`config.mk`:
```
export PLATFORM = sky130hd
export DESIGN_NAME = ofcd_option_byte_config_decode
export DESIGN_NICKNAME = d
export VERILOG_FILES = /design/src/common/ofcd_pkg.sv /design/src/core/ofcd_nv_store.sv /design/src/core/ofcd_option_byte_config_decode.sv
export SDC_FILE = /design/constraint.sdc
export NUM_CORES = 1
export LEC_CHECK = 0
export ABC_AREA = 1
export BUFFER_PORTS_ARGS = -buffer_cell sky130_fd_sc_hd__buf_4
export CORE_MARGIN = 2
export CORE_UTILIZATION = 55
export DETAILED_ROUTE_END_ITERATION = 8
export PLACE_DENSITY = 0.82
export SYNTH_ARGS = -nofsm -noshare
export SYNTH_HDL_FRONTEND = slang
export SYNTH_SLANG_ARGS = --single-unit
```
`constraint.sdc`:
```
create_clock -name sys_clk -period 1.7 [get_ports sys_clk]
set_input_delay 0.34 -clock sys_clk [delete_from_list [all_inputs] [get_ports sys_clk]]
set_output_delay 0.34 -clock sys_clk [all_outputs]
set_load 0.03 [all_outputs]
```
`src/common/ofcd_pkg.sv`:
```
// Constants and types shared by the option byte configuration decoder.
// Assumes a single 250 MHz clock domain and a separate power-on reset
// for the non-volatile byte store.
package ofcd_pkg;

    // ------------------------------------------------------------
    // Byte addresses and storage
    // ------------------------------------------------------------
    localparam int unsigned NUM_BYTES = 2;
    localparam logic [0:0] ADDR_BYTE0 = 1'h0;
    localparam logic [0:0] ADDR_BYTE1 = 1'h1;

    // ------------------------------------------------------------
    // Field positions, configuration byte 0
    // ------------------------------------------------------------
    localparam int unsigned B0_RSVD_MSB = 7;
    localparam int unsigned B0_RSVD_LSB = 4;
    localparam int unsigned B0_SIZE_MSB = 3;
    localparam int unsigned B0_SIZE_LSB = 2;
    localparam int unsigned B0_READOUT = 1;
    localparam int unsigned B0_WRPROT = 0;

    // ------------------------------------------------------------
    // Field positions, configuration byte 1
    // ------------------------------------------------------------
    localparam int unsigned B1_PLL_X8 = 7;
    localparam int unsigned B1_PLL_BYP = 6;
    localparam int unsigned B1_RSVD = 5;
    localparam int unsigned B1_RC_OFF = 4;
    localparam int unsigned B1_LVD_MSB = 3;
    localparam int unsigned B1_LVD_LSB = 2;
    localparam int unsigned B1_WDT_SOFT = 1;
    localparam int unsigned B1_WDT_HALT = 0;

    // ------------------------------------------------------------
    // Values
    // ------------------------------------------------------------
    localparam logic [7:0] FACTORY_BYTE0 = 8'hfc;
    localparam logic [7:0] FACTORY_BYTE1 = 8'hef;
    localparam logic [7:0] RDATA_IDLE = 8'h00;

    // ------------------------------------------------------------
    // Types
    // ------------------------------------------------------------
    typedef enum logic [1:0] {
        OFCD_CMD_READ = 2'h0,
        OFCD_CMD_WRITE = 2'h1,
        OFCD_CMD_ERASE = 2'h2
    } ofcd_cmd_t;

    typedef enum logic [1:0] {
        OFCD_SECTOR_0K5 = 2'h0,
        OFCD_SECTOR_1K = 2'h1,
        OFCD_SECTOR_1K5 = 2'h2
    } ofcd_sector_t;

    typedef enum logic [1:0] {
        OFCD_LVD_LOW = 2'h0,
        OFCD_LVD_MED = 2'h1,
        OFCD_LVD_HIGH = 2'h2,
        OFCD_LVD_OFF = 2'h3
    } ofcd_lvd_t;

    // Gray codes along load0 -> load1 -> latch -> run -> erase
    typedef enum logic [2:0] {
        OFCD_PH_LOAD0 = 3'h0,
        OFCD_PH_LOAD1 = 3'h1,
        OFCD_PH_LATCH = 3'h3,
        OFCD_PH_RUN = 3'h2,
        OFCD_PH_ERASE = 3'h6
    } ofcd_state_t;

    typedef struct packed {
        ofcd_cmd_t cmd;
        logic [0:0] addr;
        logic [7:0] wdata;
    } ofcd_req_t;

    typedef struct packed {
        ofcd_sector_t sector0_size_sel;
        logic readout_protect;
        logic flash_write_protect;
        logic pll_factor_sel;
        logic pll_bypass;
        logic rc_osc_disable;
        logic lvd_enable;
        ofcd_lvd_t low_voltage_thresh_sel;
        logic watchdog_type_sel;
        logic watchdog_halt_reset;
    } ofcd_cfg_t;

    localparam ofcd_cfg_t CFG_RESET = '0;

endpackage

```
`src/core/ofcd_nv_store.sv`:
```
// Two-byte non-volatile configuration store with registered read data.
// Assumes nv_init_n is a power-on reset only; rst_n of the device does not
// touch the stored bytes, so programmed values survive a device reset.
module ofcd_nv_store (
    input wire logic sys_clk,
    input wire logic nv_init_n,
    input wire logic rd_en,
    input wire logic [0:0] rd_addr,
    input wire logic wr_en,
    input wire logic [0:0] wr_addr,
    input wire logic [7:0] wr_data,
    input wire logic clear_all,
    output logic [7:0] rd_data
);

    // ------------------------------------------------------------
    // Storage
    // ------------------------------------------------------------
    logic [7:0] mem [ofcd_pkg::NUM_BYTES];

    // Parts leave the factory with the RC oscillator selected
    always_ff @(posedge sys_clk or negedge nv_init_n) begin
        if (!nv_init_n) begin
            mem[0] <= ofcd_pkg::FACTORY_BYTE0;
            mem[1] <= ofcd_pkg::FACTORY_BYTE1;
        end else if (clear_all) begin
            mem[0] <= ofcd_pkg::FACTORY_BYTE0;
            mem[1] <= ofcd_pkg::FACTORY_BYTE1;
        end else if (wr_en) begin
            mem[wr_addr] <= wr_data;
        end
    end

    // ------------------------------------------------------------
    // Read port
    // ------------------------------------------------------------
    always_ff @(posedge sys_clk or negedge nv_init_n) begin
        if (!nv_init_n) begin
            rd_data <= ofcd_pkg::RDATA_IDLE;
        end else if (rd_en) begin
            rd_data <= mem[rd_addr];
        end
    end

endmodule

```
`src/core/ofcd_option_byte_config_decode.sv`:
```
// Option byte configuration decoder: holds two configuration bytes,
// loads and decodes them after each reset, and serves a programming port.
// Assumes a flash controller that honours the block outputs and performs
// the mass erase when asked.
//
// Notes on behaviour
// Programmer writes ones into byte 0 bits 7:4.
// Sector 0 size: 00 gives 0.5k, 01 gives 1k, 1x gives 1.5k.
// Readout protect set blocks memory extraction and flash writes.
// Erasing option bytes under readout protect erases whole memory first.
// Write protect set refuses flash and protect-bit erase or programming.
// Byte 1 bit 7 picks PLL multiply by four or eight.
// Byte 1 bit 6 zero enables PLL, one bypasses it.
// Byte 1 bit 4 zero runs RC oscillator, one uses external clock.
// Programmer writes one into byte 1 bit 5.
// Byte 1 bits 3:2 enable low-voltage detector and choose threshold.
// Option bytes are read or written only in programming mode.
// Factory state: memory erased, RC oscillator selected.
// Detector field: 11 off, 10 high, 01 medium, 00 low.
// Byte 1 bit 1: zero hardware watchdog, one software-enabled.
// Byte 1 bit 0 one: reset on halt with watchdog active.
// Bytes read during reset; settings stay fixed until next reset.
module ofcd_option_byte_config_decode (
    input wire logic sys_clk,
    input wire logic rst_n,
    input wire logic nv_init_n,
    input wire logic prog_mode,
    input wire logic prog_req,
    input wire ofcd_pkg::ofcd_req_t prog_cmd,
    input wire logic mass_erase_done,
    output ofcd_pkg::ofcd_cfg_t cfg,
    output logic cfg_valid,
    output logic flash_read_block,
    output logic flash_write_block,
    output logic mass_erase_req,
    output logic prog_busy,
    output logic prog_ack,
    output logic prog_err,
    output logic [7:0] prog_rdata
);

    // ------------------------------------------------------------
    // Functions
    // ------------------------------------------------------------
    function automatic ofcd_pkg::ofcd_sector_t sector_of(input logic [1:0] f);
        if (f[1]) begin
            return ofcd_pkg::OFCD_SECTOR_1K5;
        end else if (f[0]) begin
            return ofcd_pkg::OFCD_SECTOR_1K;
        end else begin
            return ofcd_pkg::OFCD_SECTOR_0K5;
        end
    endfunction

    // Reserved bits are not looked at; the programmer keeps them at one
    function automatic ofcd_pkg::ofcd_cfg_t decode(input logic [7:0] b0,
                                                   input logic [7:0] b1);
        ofcd_pkg::ofcd_cfg_t c;
        logic [1:0] lvd;
        c = ofcd_pkg::CFG_RESET;
        lvd = b1[ofcd_pkg::B1_LVD_MSB:ofcd_pkg::B1_LVD_LSB];
        c.sector0_size_sel =
            sector_of(b0[ofcd_pkg::B0_SIZE_MSB:ofcd_pkg::B0_SIZE_LSB]);
        c.readout_protect = b0[ofcd_pkg::B0_READOUT];
        c.flash_write_protect = b0[ofcd_pkg::B0_WRPROT];
        c.pll_factor_sel = b1[ofcd_pkg::B1_PLL_X8];
        c.pll_bypass = b1[ofcd_pkg::B1_PLL_BYP];
        c.rc_osc_disable = b1[ofcd_pkg::B1_RC_OFF];
        c.low_voltage_thresh_sel = ofcd_pkg::ofcd_lvd_t'(lvd);
        c.lvd_enable = (lvd != 2'h3);
        c.watchdog_type_sel = b1[ofcd_pkg::B1_WDT_SOFT];
        c.watchdog_halt_reset = b1[ofcd_pkg::B1_WDT_HALT];
        return c;
    endfunction

    // ------------------------------------------------------------
    // Declarations
    // ------------------------------------------------------------
    ofcd_pkg::ofcd_state_t state;
    ofcd_pkg::ofcd_state_t next_state;
    logic [7:0] cap_byte0;
    logic live_readout;
    logic live_wrprot;
    logic [7:0] store_rdata;
    logic store_rd_en;
    logic [0:0] store_rd_addr;
    logic store_wr_en;
    logic store_clear;
    logic take;
    logic cmd_rd;
    logic cmd_wr;
    logic cmd_erase;
    logic refuse;
    logic erase_now;
    logic erase_wait;
    logic ans_valid;
    logic ans_err;
    logic ans_rd;

    // ------------------------------------------------------------
    // Request decode
    // ------------------------------------------------------------
    // Requests are only seen while idle in run; busy periods drop them
    assign take = prog_req && (state == ofcd_pkg::OFCD_PH_RUN);
    assign cmd_rd = (prog_cmd.cmd == ofcd_pkg::OFCD_CMD_READ);
    assign cmd_wr = (prog_cmd.cmd == ofcd_pkg::OFCD_CMD_WRITE);
    assign cmd_erase = (prog_cmd.cmd == ofcd_pkg::OFCD_CMD_ERASE);

    always_comb begin
        refuse = 1'b0;
        if (!prog_mode) begin
            refuse = 1'b1;
        end else if (!(cmd_rd || cmd_wr || cmd_erase)) begin
            refuse = 1'b1;
        end else if (live_wrprot && cmd_erase) begin
            refuse = 1'b1;
        end else if (live_wrprot && cmd_wr &&
                     prog_cmd.addr == ofcd_pkg::ADDR_BYTE0) begin
            refuse = 1'b1;
        end
    end

    // Erase goes straight through unless readout protect demands a wipe
    assign erase_now = take && !refuse && cmd_erase && !live_readout;
    assign erase_wait = take && !refuse && cmd_erase && live_readout;

    // ------------------------------------------------------------
    // Store access
    // ------------------------------------------------------------
    always_comb begin
        store_rd_en = 1'b0;
        store_rd_addr = ofcd_pkg::ADDR_BYTE0;
        case (state)
            ofcd_pkg::OFCD_PH_LOAD0: begin
                store_rd_en = 1'b1;
                store_rd_addr = ofcd_pkg::ADDR_BYTE0;
            end
            ofcd_pkg::OFCD_PH_LOAD1: begin
                store_rd_en = 1'b1;
                store_rd_addr = ofcd_pkg::ADDR_BYTE1;
            end
            ofcd_pkg::OFCD_PH_RUN: begin
                store_rd_en = take && !refuse && cmd_rd;
                store_rd_addr = prog_cmd.addr;
            end
            default: begin
                store_rd_en = 1'b0;
                store_rd_addr = ofcd_pkg::ADDR_BYTE0;
            end
        endcase
    end

    assign store_wr_en = take && !refuse && cmd_wr;
    assign store_clear = erase_now ||
                         (state == ofcd_pkg::OFCD_PH_ERASE && mass_erase_done);

    ofcd_nv_store u_store (
        .sys_clk(sys_clk),
        .nv_init_n(nv_init_n),
        .rd_en(store_rd_en),
        .rd_addr(store_rd_addr),
        .wr_en(store_wr_en),
        .wr_addr(prog_cmd.addr),
        .wr_data(prog_cmd.wdata),
        .clear_all(store_clear),
        .rd_data(store_rdata)
    );

    // ------------------------------------------------------------
    // Sequencer
    // ------------------------------------------------------------
    always_comb begin
        next_state = state;
        case (state)
            ofcd_pkg::OFCD_PH_LOAD0: next_state = ofcd_pkg::OFCD_PH_LOAD1;
            ofcd_pkg::OFCD_PH_LOAD1: next_state = ofcd_pkg::OFCD_PH_LATCH;
            ofcd_pkg::OFCD_PH_LATCH: next_state = ofcd_pkg::OFCD_PH_RUN;
            ofcd_pkg::OFCD_PH_RUN: begin
                if (erase_wait) begin
                    next_state = ofcd_pkg::OFCD_PH_ERASE;
                end
            end
            ofcd_pkg::OFCD_PH_ERASE: begin
                if (mass_erase_done) begin
                    next_state = ofcd_pkg::OFCD_PH_RUN;
                end
            end
            default: next_state = ofcd_pkg::OFCD_PH_LOAD0;
        endcase
    end

    always_ff @(posedge sys_clk or negedge rst_n) begin
        if (!rst_n) begin
            state <= ofcd_pkg::OFCD_PH_LOAD0;
        end else begin
            state <= next_state;
        end
    end

    always_ff @(posedge sys_clk or negedge rst_n) begin
        if (!rst_n) begin
            prog_busy <= 1'b1;
        end else begin
            prog_busy <= (next_state != ofcd_pkg::OFCD_PH_RUN);
        end
    end

    // ------------------------------------------------------------
    // Load and decode
    // ------------------------------------------------------------
    always_ff @(posedge sys_clk or negedge rst_n) begin
        if (!rst_n) begin
            cap_byte0 <= 8'h00;
        end else if (state == ofcd_pkg::OFCD_PH_LOAD1) begin
            cap_byte0 <= store_rdata;
        end
    end

    // Decoded settings change only here, once per reset
    always_ff @(posedge sys_clk or negedge rst_n) begin
        if (!rst_n) begin
            cfg <= ofcd_pkg::CFG_RESET;
            cfg_valid <= 1'b0;
        end else if (state == ofcd_pkg::OFCD_PH_LATCH) begin
            cfg <= decode(cap_byte0, store_rdata);
            cfg_valid <= 1'b1;
        end
    end

    // Until the bytes are loaded the flash stays fully blocked
    always_ff @(posedge sys_clk or negedge rst_n) begin
        if (!rst_n) begin
            flash_read_block <= 1'b1;
            flash_write_block <= 1'b1;
        end else if (state == ofcd_pkg::OFCD_PH_LATCH) begin
            flash_read_block <= cap_byte0[ofcd_pkg::B0_READOUT];
            flash_write_block <= cap_byte0[ofcd_pkg::B0_READOUT] ||
                                 cap_byte0[ofcd_pkg::B0_WRPROT];
        end
    end

    // ------------------------------------------------------------
    // Live protection state for the programming port
    // ------------------------------------------------------------
    // Tracks the stored byte 0 so refusals follow writes before any reset
    always_ff @(posedge sys_clk or negedge rst_n) begin
        if (!rst_n) begin
            live_readout <= 1'b1;
            live_wrprot <= 1'b1;
        end else if (state == ofcd_pkg::OFCD_PH_LOAD1) begin
            live_readout <= store_rdata[ofcd_pkg::B0_READOUT];
            live_wrprot <= store_rdata[ofcd_pkg::B0_WRPROT];
        end else if (store_clear) begin
            live_readout <= ofcd_pkg::FACTORY_BYTE0[ofcd_pkg::B0_READOUT];
            live_wrprot <= ofcd_pkg::FACTORY_BYTE0[ofcd_pkg::B0_WRPROT];
        end else if (store_wr_en && prog_cmd.addr == ofcd_pkg::ADDR_BYTE0) begin
            live_readout <= prog_cmd.wdata[ofcd_pkg::B0_READOUT];
            live_wrprot <= prog_cmd.wdata[ofcd_pkg::B0_WRPROT];
        end
    end

    // ------------------------------------------------------------
    // Mass erase handshake
    // ------------------------------------------------------------
    always_ff @(posedge sys_clk or negedge rst_n) begin
        if (!rst_n) begin
            mass_erase_req <= 1'b0;
        end else if (erase_wait) begin
            mass_erase_req <= 1'b1;
        end else if (state == ofcd_pkg::OFCD_PH_ERASE && mass_erase_done) begin
            mass_erase_req <= 1'b0;
        end
    end

    // ------------------------------------------------------------
    // Answer pipeline
    // ------------------------------------------------------------
    // Two stages so read data and refusals answer with the same latency
    always_ff @(posedge sys_clk or negedge rst_n) begin
        if (!rst_n) begin
            ans_valid <= 1'b0;
            ans_err <= 1'b0;
            ans_rd <= 1'b0;
        end else begin
            ans_valid <= (take && !erase_wait) ||
                         (state == ofcd_pkg::OFCD_PH_ERASE && mass_erase_done);
            ans_err <= take && refuse;
            ans_rd <= take && !refuse && cmd_rd;
        end
    end

    always_ff @(posedge sys_clk or negedge rst_n) begin
        if (!rst_n) begin
            prog_ack <= 1'b0;
            prog_err <= 1'b0;
            prog_rdata <= ofcd_pkg::RDATA_IDLE;
        end else begin
            prog_ack <= ans_valid;
            prog_err <= ans_valid && ans_err;
            if (ans_valid && ans_rd) begin
                prog_rdata <= store_rdata;
            end else begin
                prog_rdata <= ofcd_pkg::RDATA_IDLE;
            end
        end
    end

endmodule

```
==> results.json, run 1 <==
{
  "topRoutingLayerUsed": "met4",
  "switchingPower_mw": 0.9320,
  "first_iter_violations": 143,
  "synth.distinct_cells": 34,
  "cp-end-kind": "register",
  "core_area_um2": 4692,
  "syn_inst": 288,
  "min_period_ps": 1584,
  "die_h_um": 73.58,
  "path_clk_slew_ps": 70,
  "setup_ws_ps": 116.2,
  "max_freq_mhz": 631.4,
  "layoutNonFillerInstCount": 410,
  "wl_per_cell_um": 12.76,
  "numCtsBuffers": 9,
  "dr_wl_met2_mm": 2.498,
  "drv_slew": 0,
  "ys_seq_elements": 63,
  "placedCellCount": 389,
  "cts_tree": "yes",
  "critical-path-top-delay-family": "compound AO/OA/AOI/OAI gates",
  "finalCritPeriodShare_pct": 93.16,
  "fp.dieW_um": 73.58,
  "final-hold-violation-count": 0,
  "worst_pin_slew_ps": 480.0,
  "synth_largest_area_cell": "dfrtp_1",
  "initial_core_util_pct": 56.75,
  "syn_to_final_growth_pct": 26.03,
  "dr.pass1.iters": 4,
  "cap_violations": 0,
  "wirelength_mm": 5.232,
  "pwr-share-comb_pct": 12.6,
  "gp_congestion": 0.9046,
  "cp_max_fo": 6,
  "ios": 44,
  "final_cell_mix": "86 x nand2_1, 56 x buf_4, 45 x dfrtp_1",
  "grt_pass1_vias": 1891,
  "multi_input_area_um2": 859.6,
  "grt_pass1_wl_mm": 8.638,
  "clock-sinks": 63,
  "final_common_cell": "nand2_1",
  "via_count": 2035,
  "dp_hpwl_mm": 3.652,
  "finClkSkew_ps": 8.713,
  "seq_area_frac_synth_pct": 60.06,
  "drive_gt1_share_pct": 32.02,
  "seqPwrFrac_pct": 48.8,
  "synth.top_cell.area_share_pct": 42.29,
  "p_per_area_nw_per_um2": 1099,
  "num_rows": 25,
  "tns_ps": 0,
  "met3_length_um": 231,
  "static-leakage-power_nw": 1.787,
  "slew-limit-headroom_pct": 68.00,
  "grt_usage_pct": 21.49,
  "yosys_warnings": 0,
  "antenna_found_initial": 0,
  "layout.nets": 368,
  "pre_cts_ws_ps": -10.31,
  "cp_cell_sequence": "inv_1 > nand2_2 > o31ai_4 > buf_4 > nor2_1 > a21oi_2 > nand2_1 > o21ai_1",
  "synth_ff_type": "dfrtp_1",
  "switching_share_pct": 25.26,
  "clk_latency_ps": 340,
  "startpoint_type": "register",
  "htree_levels": 3,
  "rsz0062_at_grt": "no",
  "cts_root_buffer": "clkbuf_8",
  "gr-total-overflow": 0,
  "avgSynthCellArea_um2": 9.245,
  "seq_area_um2": 1599,
  "hold_path_class": "primary input to register",
  "arrival_ps": 1860,
  "p_int_mw": 2.757,
  "final.fill_count": 354,
  "ant_nets": 0,
  "max-vdd-ir-drop_v": 0.0006132,
  "synth.net_count": 305,
  "diodes": 0,
  "routed_via_density": 4.963,
  "syn_area_um2": 2663,
  "critical_path_buf_inv_count": 2,
  "worst_ep_required_time_ps": 1970,
  "async_reset_ff_share_pct": 100.0,
  "status": "complete, no violations",
  "setup_violations": 0,
  "crit_path_top_delay_cell": "dfrtp_1",
  "drc_errors": 0,
  "slowest_delay_ps": 390,
  "clock_path_buffers": 2,
  "crit_type": "register to register",
  "clock_power_share_pct": 38.6,
  "wl_met1_mm": 2.391,
  "p_total_mw": 3.689,
  "io_buffers": 43,
  "die_area_um2": 5413,
  "synth_edf_count": 0,
  "synth_area_leaders": "dfrtp_1 42%, dfstp_2 18%, nand2_1 12%",
  "grt_max_degree": 40
}
==> routing by layer <==
layer / track usage, % / vias to the layer above
met3: 4.801 / 11
met1: 27.64 / 954
met4: 11.72 / 0
met2: 33.83 / 45
li1: - / 1025
met5: 0 / -
==> stage by stage <==
stage | instance area (µm²) | utilization, % | hold WS [ps]
after floorplan | 2663 | - | 44.41
after global placement | 3082 | 65.68 | 246.7
after detailed placement | 3082 | 65.68 | 248.1
after CTS | 3323 | 70.83 | 208.1
after global routing | 3356 | 71.52 | 237.2
final | 3356 | 71.52 | 224.1
==> what timing repair did <==
item	CTS	global route
endpoints found under the setup margin	0	18
hold endpoints to repair	45	0
buffers inserted	0	3
hold buffers	2	0
gates resized for setup	0	2
==> power groups by stage <==
stage | combinational (mW) | sequential [mW] | clock, mW
2_1_floorplan | 0.261 | 1.84 | 0
3_3_place_gp | 0.441 | 1.81 | 0
3_5_place_dp | 0.459 | 1.82 | 0
4_1_cts | 0.466 | 1.80 | 1.45
5_1_grt | 0.529 | 1.81 | 1.50
6_report | 0.466 | 1.80 | 1.42
==> final cells by class <==
cell class | count | share of cell area [%]
multi-input combinational | 175 | 25.62
timing repair buffer | 58 | 13.12
sequential | 63 | 47.65
clock inverter | 6 | 2.498
inverter | 44 | 4.996
tap | 54 | 2.013
clock buffer | 10 | 4.101
==> final timing paths <==
check	from	to	slack, ps	cells after the start
worst min-delay path	prog_cmd[1]	u_store.mem[1]	220	3
worst min register to register	ans_valid	prog_ack	410	0
worst max register to register	state[0]	u_store.rd_data[7]	120	8
worst max-delay path	state[0]	u_store.rd_data[7]	120	8
min in group asynchronous	nv_init_n	u_store.rd_data[7]	430	2
max in group asynchronous	rst_n	flash_write_block	830	2
==> cell usage after synthesis, types with 2 or more instances <==
cell,n
o21ai_2,3
a21oi_1,8
o21bai_1,2
dfrtp_1,45
o21ai_0,16
buf_4,2
or2_2,3
inv_1,38
nand4_1,2
buf_6,2
dfstp_2,18
nand2_2,2
nor2_1,20
inv_2,5
o211ai_1,2
o21ai_1,10
nor2_2,4
nand3_1,4
nand2_1,87
==> flip-flops by register name, summed over array words and instances, names as in the netlist, 3 cells and up <==
signal and count:
prog_rdata 8, cap_byte0 4, u_store.rd_data 8, state 3, cfg 12, u_store.mem 16
==> kinds of logic after synthesis <==
logic type             Yosys count  share of synthesized area, %
AND/OR/NAND/NOR                127                         20.82
flip-flops                      63                         60.06
buffers and inverters           50                         8.036
AO/OA/AOI/OAI                   48                         11.09
==> worst min-delay path, stage by stage <==
cell and delay (ps):
buf_4 90, o21ai_1 60, nand2_1 50
No activity file was read; power rests on OpenSTA's default activity.
==> inputs of run 2 (changes only) <==
==> constraint.sdc (replaced) <==
create_clock -name sys_clk -period 1.7 [get_ports sys_clk]
set_input_delay 0.255 -clock sys_clk [delete_from_list [all_inputs] [get_ports sys_clk]]
set_output_delay 0.255 -clock sys_clk [all_outputs]
set_load 0.03 [all_outputs]
==> run 2 against run 1 <==
  * Power is 9.4% lower
  * Clock skew decreased by 0.63 ps
  * Worst hold slack got worse by 77 ps
  * Die area unchanged
  * Sequential cell count stayed put
  * First-iteration DRC count is 5.6% lower
  * Routed wire length decreased by 1.3%
  * Final cell count fell by 1.2%
  * Non-clock buffer count fell by 5
  * Global-route usage down 0.65 points
  * Combinational power barely moved
  * Critical endpoint is now u_store.mem[7]
  * Highest routed layer unchanged
==> results.json, run 2 (synthesis results as in run 1) <==
{
  "status": "complete, no violations",
  "drv_slew": 0,
  "min_period_ps": 1550,
  "clk_latency_ps": 330,
  "grt_util_met2_pct": 32.14,
  "slowest_delay_ps": 540,
  "reg2reg_depth": 8,
  "setup_violations": 0,
  "io_buffers": 43,
  "core_area_um2": 4692,
  "final.fill_count": 367,
  "grt_max_degree": 40,
  "wl_per_cell_um": 12.75,
  "drc_errors": 0,
  "diodes": 0,
  "hp-start": "prog_cmd[0]",
  "max-vdd-ir-drop_v": 0.0005336,
  "arrival_ps": 1790,
  "startpoint_type": "register",
  "crit_path_top_delay_cell": "dfstp_2",
  "dp_hpwl_mm": 3.647,
  "grtUsageMet1_pct": 27.62,
  "top_regs": "u_store.mem x16, cfg x12",
  "ios": 44,
  "regMostFlops": "u_store.mem",
  "gr-usage-met3_pct": 5.761,
  "slew-limit-headroom_pct": 68.71,
  "regToRegSetupSlack_ps": 150,
  "cap_violations": 0,
  "cp_cell_sequence": "nand4_1 > nand3_2 > nor2_4 > nand3_1 > nand2_2 > buf_4 > a21oi_1 > o21ai_0",
  "hold_depth": 3,
  "fp.dieW_um": 73.58,
  "grt_pass1_wl_mm": 8.321,
  "worst_pin_slew_ps": 469.4,
  "grt_pass1_vias": 1789,
  "cts_tree": "yes",
  "syn_to_final_growth_pct": 23.26,
  "hold_path_class": "primary input to register",
  "die_area_um2": 5413,
  "die_h_um": 73.58,
  "holdWs_ps": 147.0,
  "p_per_area_nw_per_um2": 1018,
  "largest_reg_flops": 16,
  "cp-end-kind": "register",
  "worst_ep_required_time_ps": 1940,
  "finalCritPeriodShare_pct": 91.16,
  "reg2reg_to": "u_store.mem[7]",
  "gp_congestion": 0.8395,
  "htree_levels": 3,
  "holdPathEnd": "u_store.mem[0]",
  "path_clk_slew_ps": 60,
  "dr.pass1.iters": 4,
  "grt_usage_pct": 20.84,
  "cp_max_fo": 7,
  "max_freq_mhz": 645.3,
  "numCtsBuffers": 9,
  "final_area_um2": 3282,
  "critical-path-top-delay-family": "flip-flops",
  "drive_gt1_share_pct": 30.20,
  "reg2reg_from": "live_wrprot",
  "layout.nets": 363,
  "static-leakage-power_nw": 1.748,
  "first_iter_violations": 135,
  "cts_root_buffer": "clkbuf_8",
  "rsz0062_at_grt": "no",
  "antenna_found_initial": 0,
  "initial_core_util_pct": 56.75,
  "final_common_cell": "nand2_1",
  "final-hold-violation-count": 0,
  "ant_nets": 0,
  "critical_path_buf_inv_count": 1,
  "tns_ps": 0,
  "clock-sinks": 63,
  "num_rows": 25,
  "final_cell_mix": "86 x nand2_1, 50 x buf_4, 45 x dfrtp_1",
  "crit_type": "register to register",
  "dpl-instance-area_um2": 3059,
  "clock_path_buffers": 2,
  "via_count": 2015,
  "wirelength_mm": 5.162,
  "gr-total-overflow": 0,
  "finClkSkew_ps": 8.079,
  "routed_via_density": 4.975,
  "grt_busiest_layer": "met2"
}
run 2: worst max-delay path by stage:
stage / startpoint / depth (start not counted) / slack (ps) / to
floorplan: state[2] / 9 / 270 / u_store.rd_data[2]
global placement: prog_cmd[9] / 8 / 120 / u_store.mem[0]
detailed placement: state[0] / 7 / 100 / u_store.rd_data[7]
CTS: state[0] / 7 / 50 / u_store.rd_data[1]
global route: state[0] / 8 / 30 / u_store.mem[7]
finish: live_wrprot / 8 / 150 / u_store.mem[7]
run 2: worst reg2reg max path: cells and delay by family (launching register included):
kind | cells | cell delay [ps]
AOI/OAI and AO/OA | 2 | 220
and+or+nand+nor | 5 | 510
buffers and inverters | 1 | 190
DFF | 1 | 540
run 2: area by class of cell:
type / instances / area (µm²) / share of cell area, %
clock buffer: 14 / 152.6 / 4.651
clock inverter: 2 / 10.01 / 0.3050
inverter: 44 / 167.7 / 5.109
multi-input combinational: 175 / 869.6 / 26.50
sequential: 63 / 1599 / 48.72
tap: 54 / 67.56 / 2.059
timing repair buffer: 53 / 415.4 / 12.66
run 2: repair_timing:
action,4_1_cts,5_1_grt
hold buffers,2,0
endpoints found under the hold margin,45,0
endpoints found under the setup margin,0,16
buffers inserted,0,1
resized for setup,0,4
run 2: layer usage:
layer | wire length (µm) | up-vias
met1 | 2318 | 931
li1 | - | 1012
met3 | 245 | 11
met2 | 2482 | 61
met4 | 115 | 0
met5 | 0 | -
run 2: power by group:
part           leakage [nW]  switching, mW  internal, mW
combinational         0.907          0.284         0.180
sequential            0.756         0.0817          1.72
clock                0.0844          0.513         0.566
run 2: metrics by stage:
step | worst slack, ps | std cells | utilization, % | total power [mW]
2_1_floorplan | 273.4 | 288 | - | 2.102
3_3_place_gp | 115.8 | 386 | 65.20 | 2.254
3_5_place_dp | 101.0 | 386 | 65.20 | 2.274
4_1_cts | 53.54 | 404 | 69.09 | 3.363
5_1_grt | 27.12 | 405 | 69.95 | 3.520
6_report | 150.3 | 405 | 69.95 | 3.342
==> inputs of run 3 (changes only) <==
- CORE_ASPECT_RATIO: not set -> 0.75
- PLACE_DENSITY: 0.82 -> 0.78
==> run 3 against run 2 <==
  * Core utilization up 3.9 points
  * Critical endpoint unchanged
  * Global-route usage up 2.6 points
  * Count of clock-buffer cells in the layout down 3
  * First-iteration DRC count down 9.6%
  * Power up 12%
  * Register-to-register slack worse by 20 ps
  * Critical path depth unchanged
  * Sequential power about the same
==> results.json, run 3 (synthesis results as in run 1) <==
{
  "clock-sinks": 63,
  "reg2reg_depth": 8,
  "num_rows": 21,
  "grt_pass1_wl_mm": 9.660,
  "finClkSkew_ps": 6.205,
  "cts_root_buffer": "clkbuf_8",
  "cts_tree": "yes",
  "setup_violations": 0,
  "cpMostUsedCell": "buf_4",
  "gp_congestion": 0.7814,
  "dpl-instance-area_um2": 3070,
  "p_per_area_nw_per_um2": 1111,
  "layoutNonFillerInstCount": 410,
  "drive_gt1_share_pct": 32.58,
  "cp-end-kind": "register",
  "critical_path_buf_inv_count": 2,
  "dr.pass1.iters": 4,
  "largest_reg_flops": 16,
  "holdPathEnd": "u_store.mem[1]",
  "slew-limit-headroom_pct": 68.84,
  "grt_pass1_vias": 2067,
  "path_clk_slew_ps": 70,
  "slowest_delay_ps": 440,
  "p_total_mw": 3.751,
  "die_h_um": 64.26,
  "holdWs_ps": 139.3,
  "static-leakage-power_nw": 1.783,
  "syn_to_final_growth_pct": 26.83,
  "worst_pin_slew_ps": 467.4,
  "final.fill_count": 343,
  "max-vdd-ir-drop_v": 0.0006076,
  "rsz0062_at_grt": "yes",
  "startpoint_type": "register",
  "io_buffers": 43,
  "fp.dieW_um": 84.34,
  "crit_path_top_delay_cell": "dfrtp_2",
  "tns_ps": 0,
  "drc_errors": 0,
  "clock_path_buffers": 2,
  "final_common_cell": "nand2_1",
  "layout.nets": 365,
  "cp_cell_sequence": "buf_4 > nand4_4 > nor2_4 > nand3_1 > nand2_2 > buf_4 > a21oi_1 > o21ai_0",
  "final_util_pct": 73.86,
  "placedCellCount": 390,
  "grt_max_degree": 40,
  "top_regs": "u_store.mem x16, cfg x12",
  "final-hold-violation-count": 0,
  "grt_usage_pct": 23.42,
  "final_area_um2": 3377,
  "dp_hpwl_mm": 3.718,
  "finalCritPeriodShare_pct": 92.36,
  "arrival_ps": 1840,
  "pre_cts_ws_ps": 66.34,
  "crit_type": "register to register",
  "reg2reg_from": "state[1]",
  "first_iter_violations": 122,
  "wirelength_mm": 5.459,
  "clk_latency_ps": 340,
  "hp-start": "prog_cmd[1]",
  "initial_core_util_pct": 58.24,
  "reg2reg_to": "u_store.mem[7]",
  "worst_ep_required_time_ps": 1970,
  "die_area_um2": 5419,
  "htree_levels": 3,
  "regMostFlops": "u_store.mem",
  "antenna_found_initial": 0,
  "wl_per_cell_um": 13.31,
  "regToRegSetupSlack_ps": 130,
  "routed_via_density": 5.002,
  "ant_nets": 0,
  "hold_path_class": "primary input to register",
  "final_cell_mix": "86 x nand2_1, 52 x buf_4, 43 x dfrtp_1",
  "diodes": 0,
  "status": "complete, no violations",
  "seq_area_um2": 1602,
  "multi_input_area_um2": 874.6,
  "numCtsBuffers": 9,
  "cap_violations": 0,
  "min_period_ps": 1570,
  "gr-total-overflow": 0,
  "ios": 44,
  "hold_depth": 3,
  "critical-path-top-delay-family": "simple AND/OR/NAND/NOR gates",
  "via_count": 2051,
  "setup_ws_ps": 129.9,
  "drv_slew": 0,
  "max_freq_mhz": 636.9,
  "core_area_um2": 4572,
  "cp_max_fo": 8
}
run 3: cell count changes in the layout (fill, tap and decap cells not counted), sizes merged:
cell | previous run | this run
clkinv | 2 | 1
clkbuf | 14 | 11
buf | 51 | 53
bufinv | 0 | 2
clkinvlp | 0 | 2
run 3: area by class of cell:
cell class / instances / area share [%]
Timing Repair Buffer: 55 / 12.75
Clock buffer: 11 / 4.483
Multi-Input combinational cell: 175 / 25.90
Tap cell: 57 / 2.112
Clock inverter: 5 / 2.371
Inverter: 44 / 4.965
Sequential cell: 63 / 47.43
run 3: how the worst max path moves through the flow:
stage	from	endpoint	cells after the start
finish	state[1]	u_store.mem[7]	8
floorplan	state[2]	u_store.rd_data[2]	9
CTS	state[0]	u_store.rd_data[5]	7
global placement	prog_cmd[9]	u_store.rd_data[3]	7
detailed placement	state[1]	u_store.rd_data[4]	6
global route	state[1]	u_store.mem[5]	8
run 3: power by group:
part / switching [mW] / internal [mW] / leakage [nW]
clock network: 0.580 / 0.902 / 0.112
logic: 0.289 / 0.179 / 0.917
registers: 0.0841 / 1.72 / 0.754
total: 0.953 / 2.80 / 1.78
run 3: worst register-to-register path: cells and delay by family, from the launching register on:
kind | cells | cell delay (ps)
and+or+nand+nor | 4 | 590
buffers and inverters | 2 | 330
AOI/OAI and AO/OA | 2 | 140
DFF | 1 | 440
run 3: routing by layer:
layer	routed length [µm]	global-route usage [%]	vias to the layer above
met5	0	0	-
met4	78	8.929	0
met3	316	7.623	7
met2	2489	37.30	51
met1	2575	30.15	975
li1	-	-	1018
run 3: what timing repair did:
item                                    in CTS  in global routing
hold endpoints to repair                    45                  0
buffers inserted                             0                  2
resized for setup                            0                  7
endpoints found under the setup margin       0                 20
hold buffers                                 2                  0
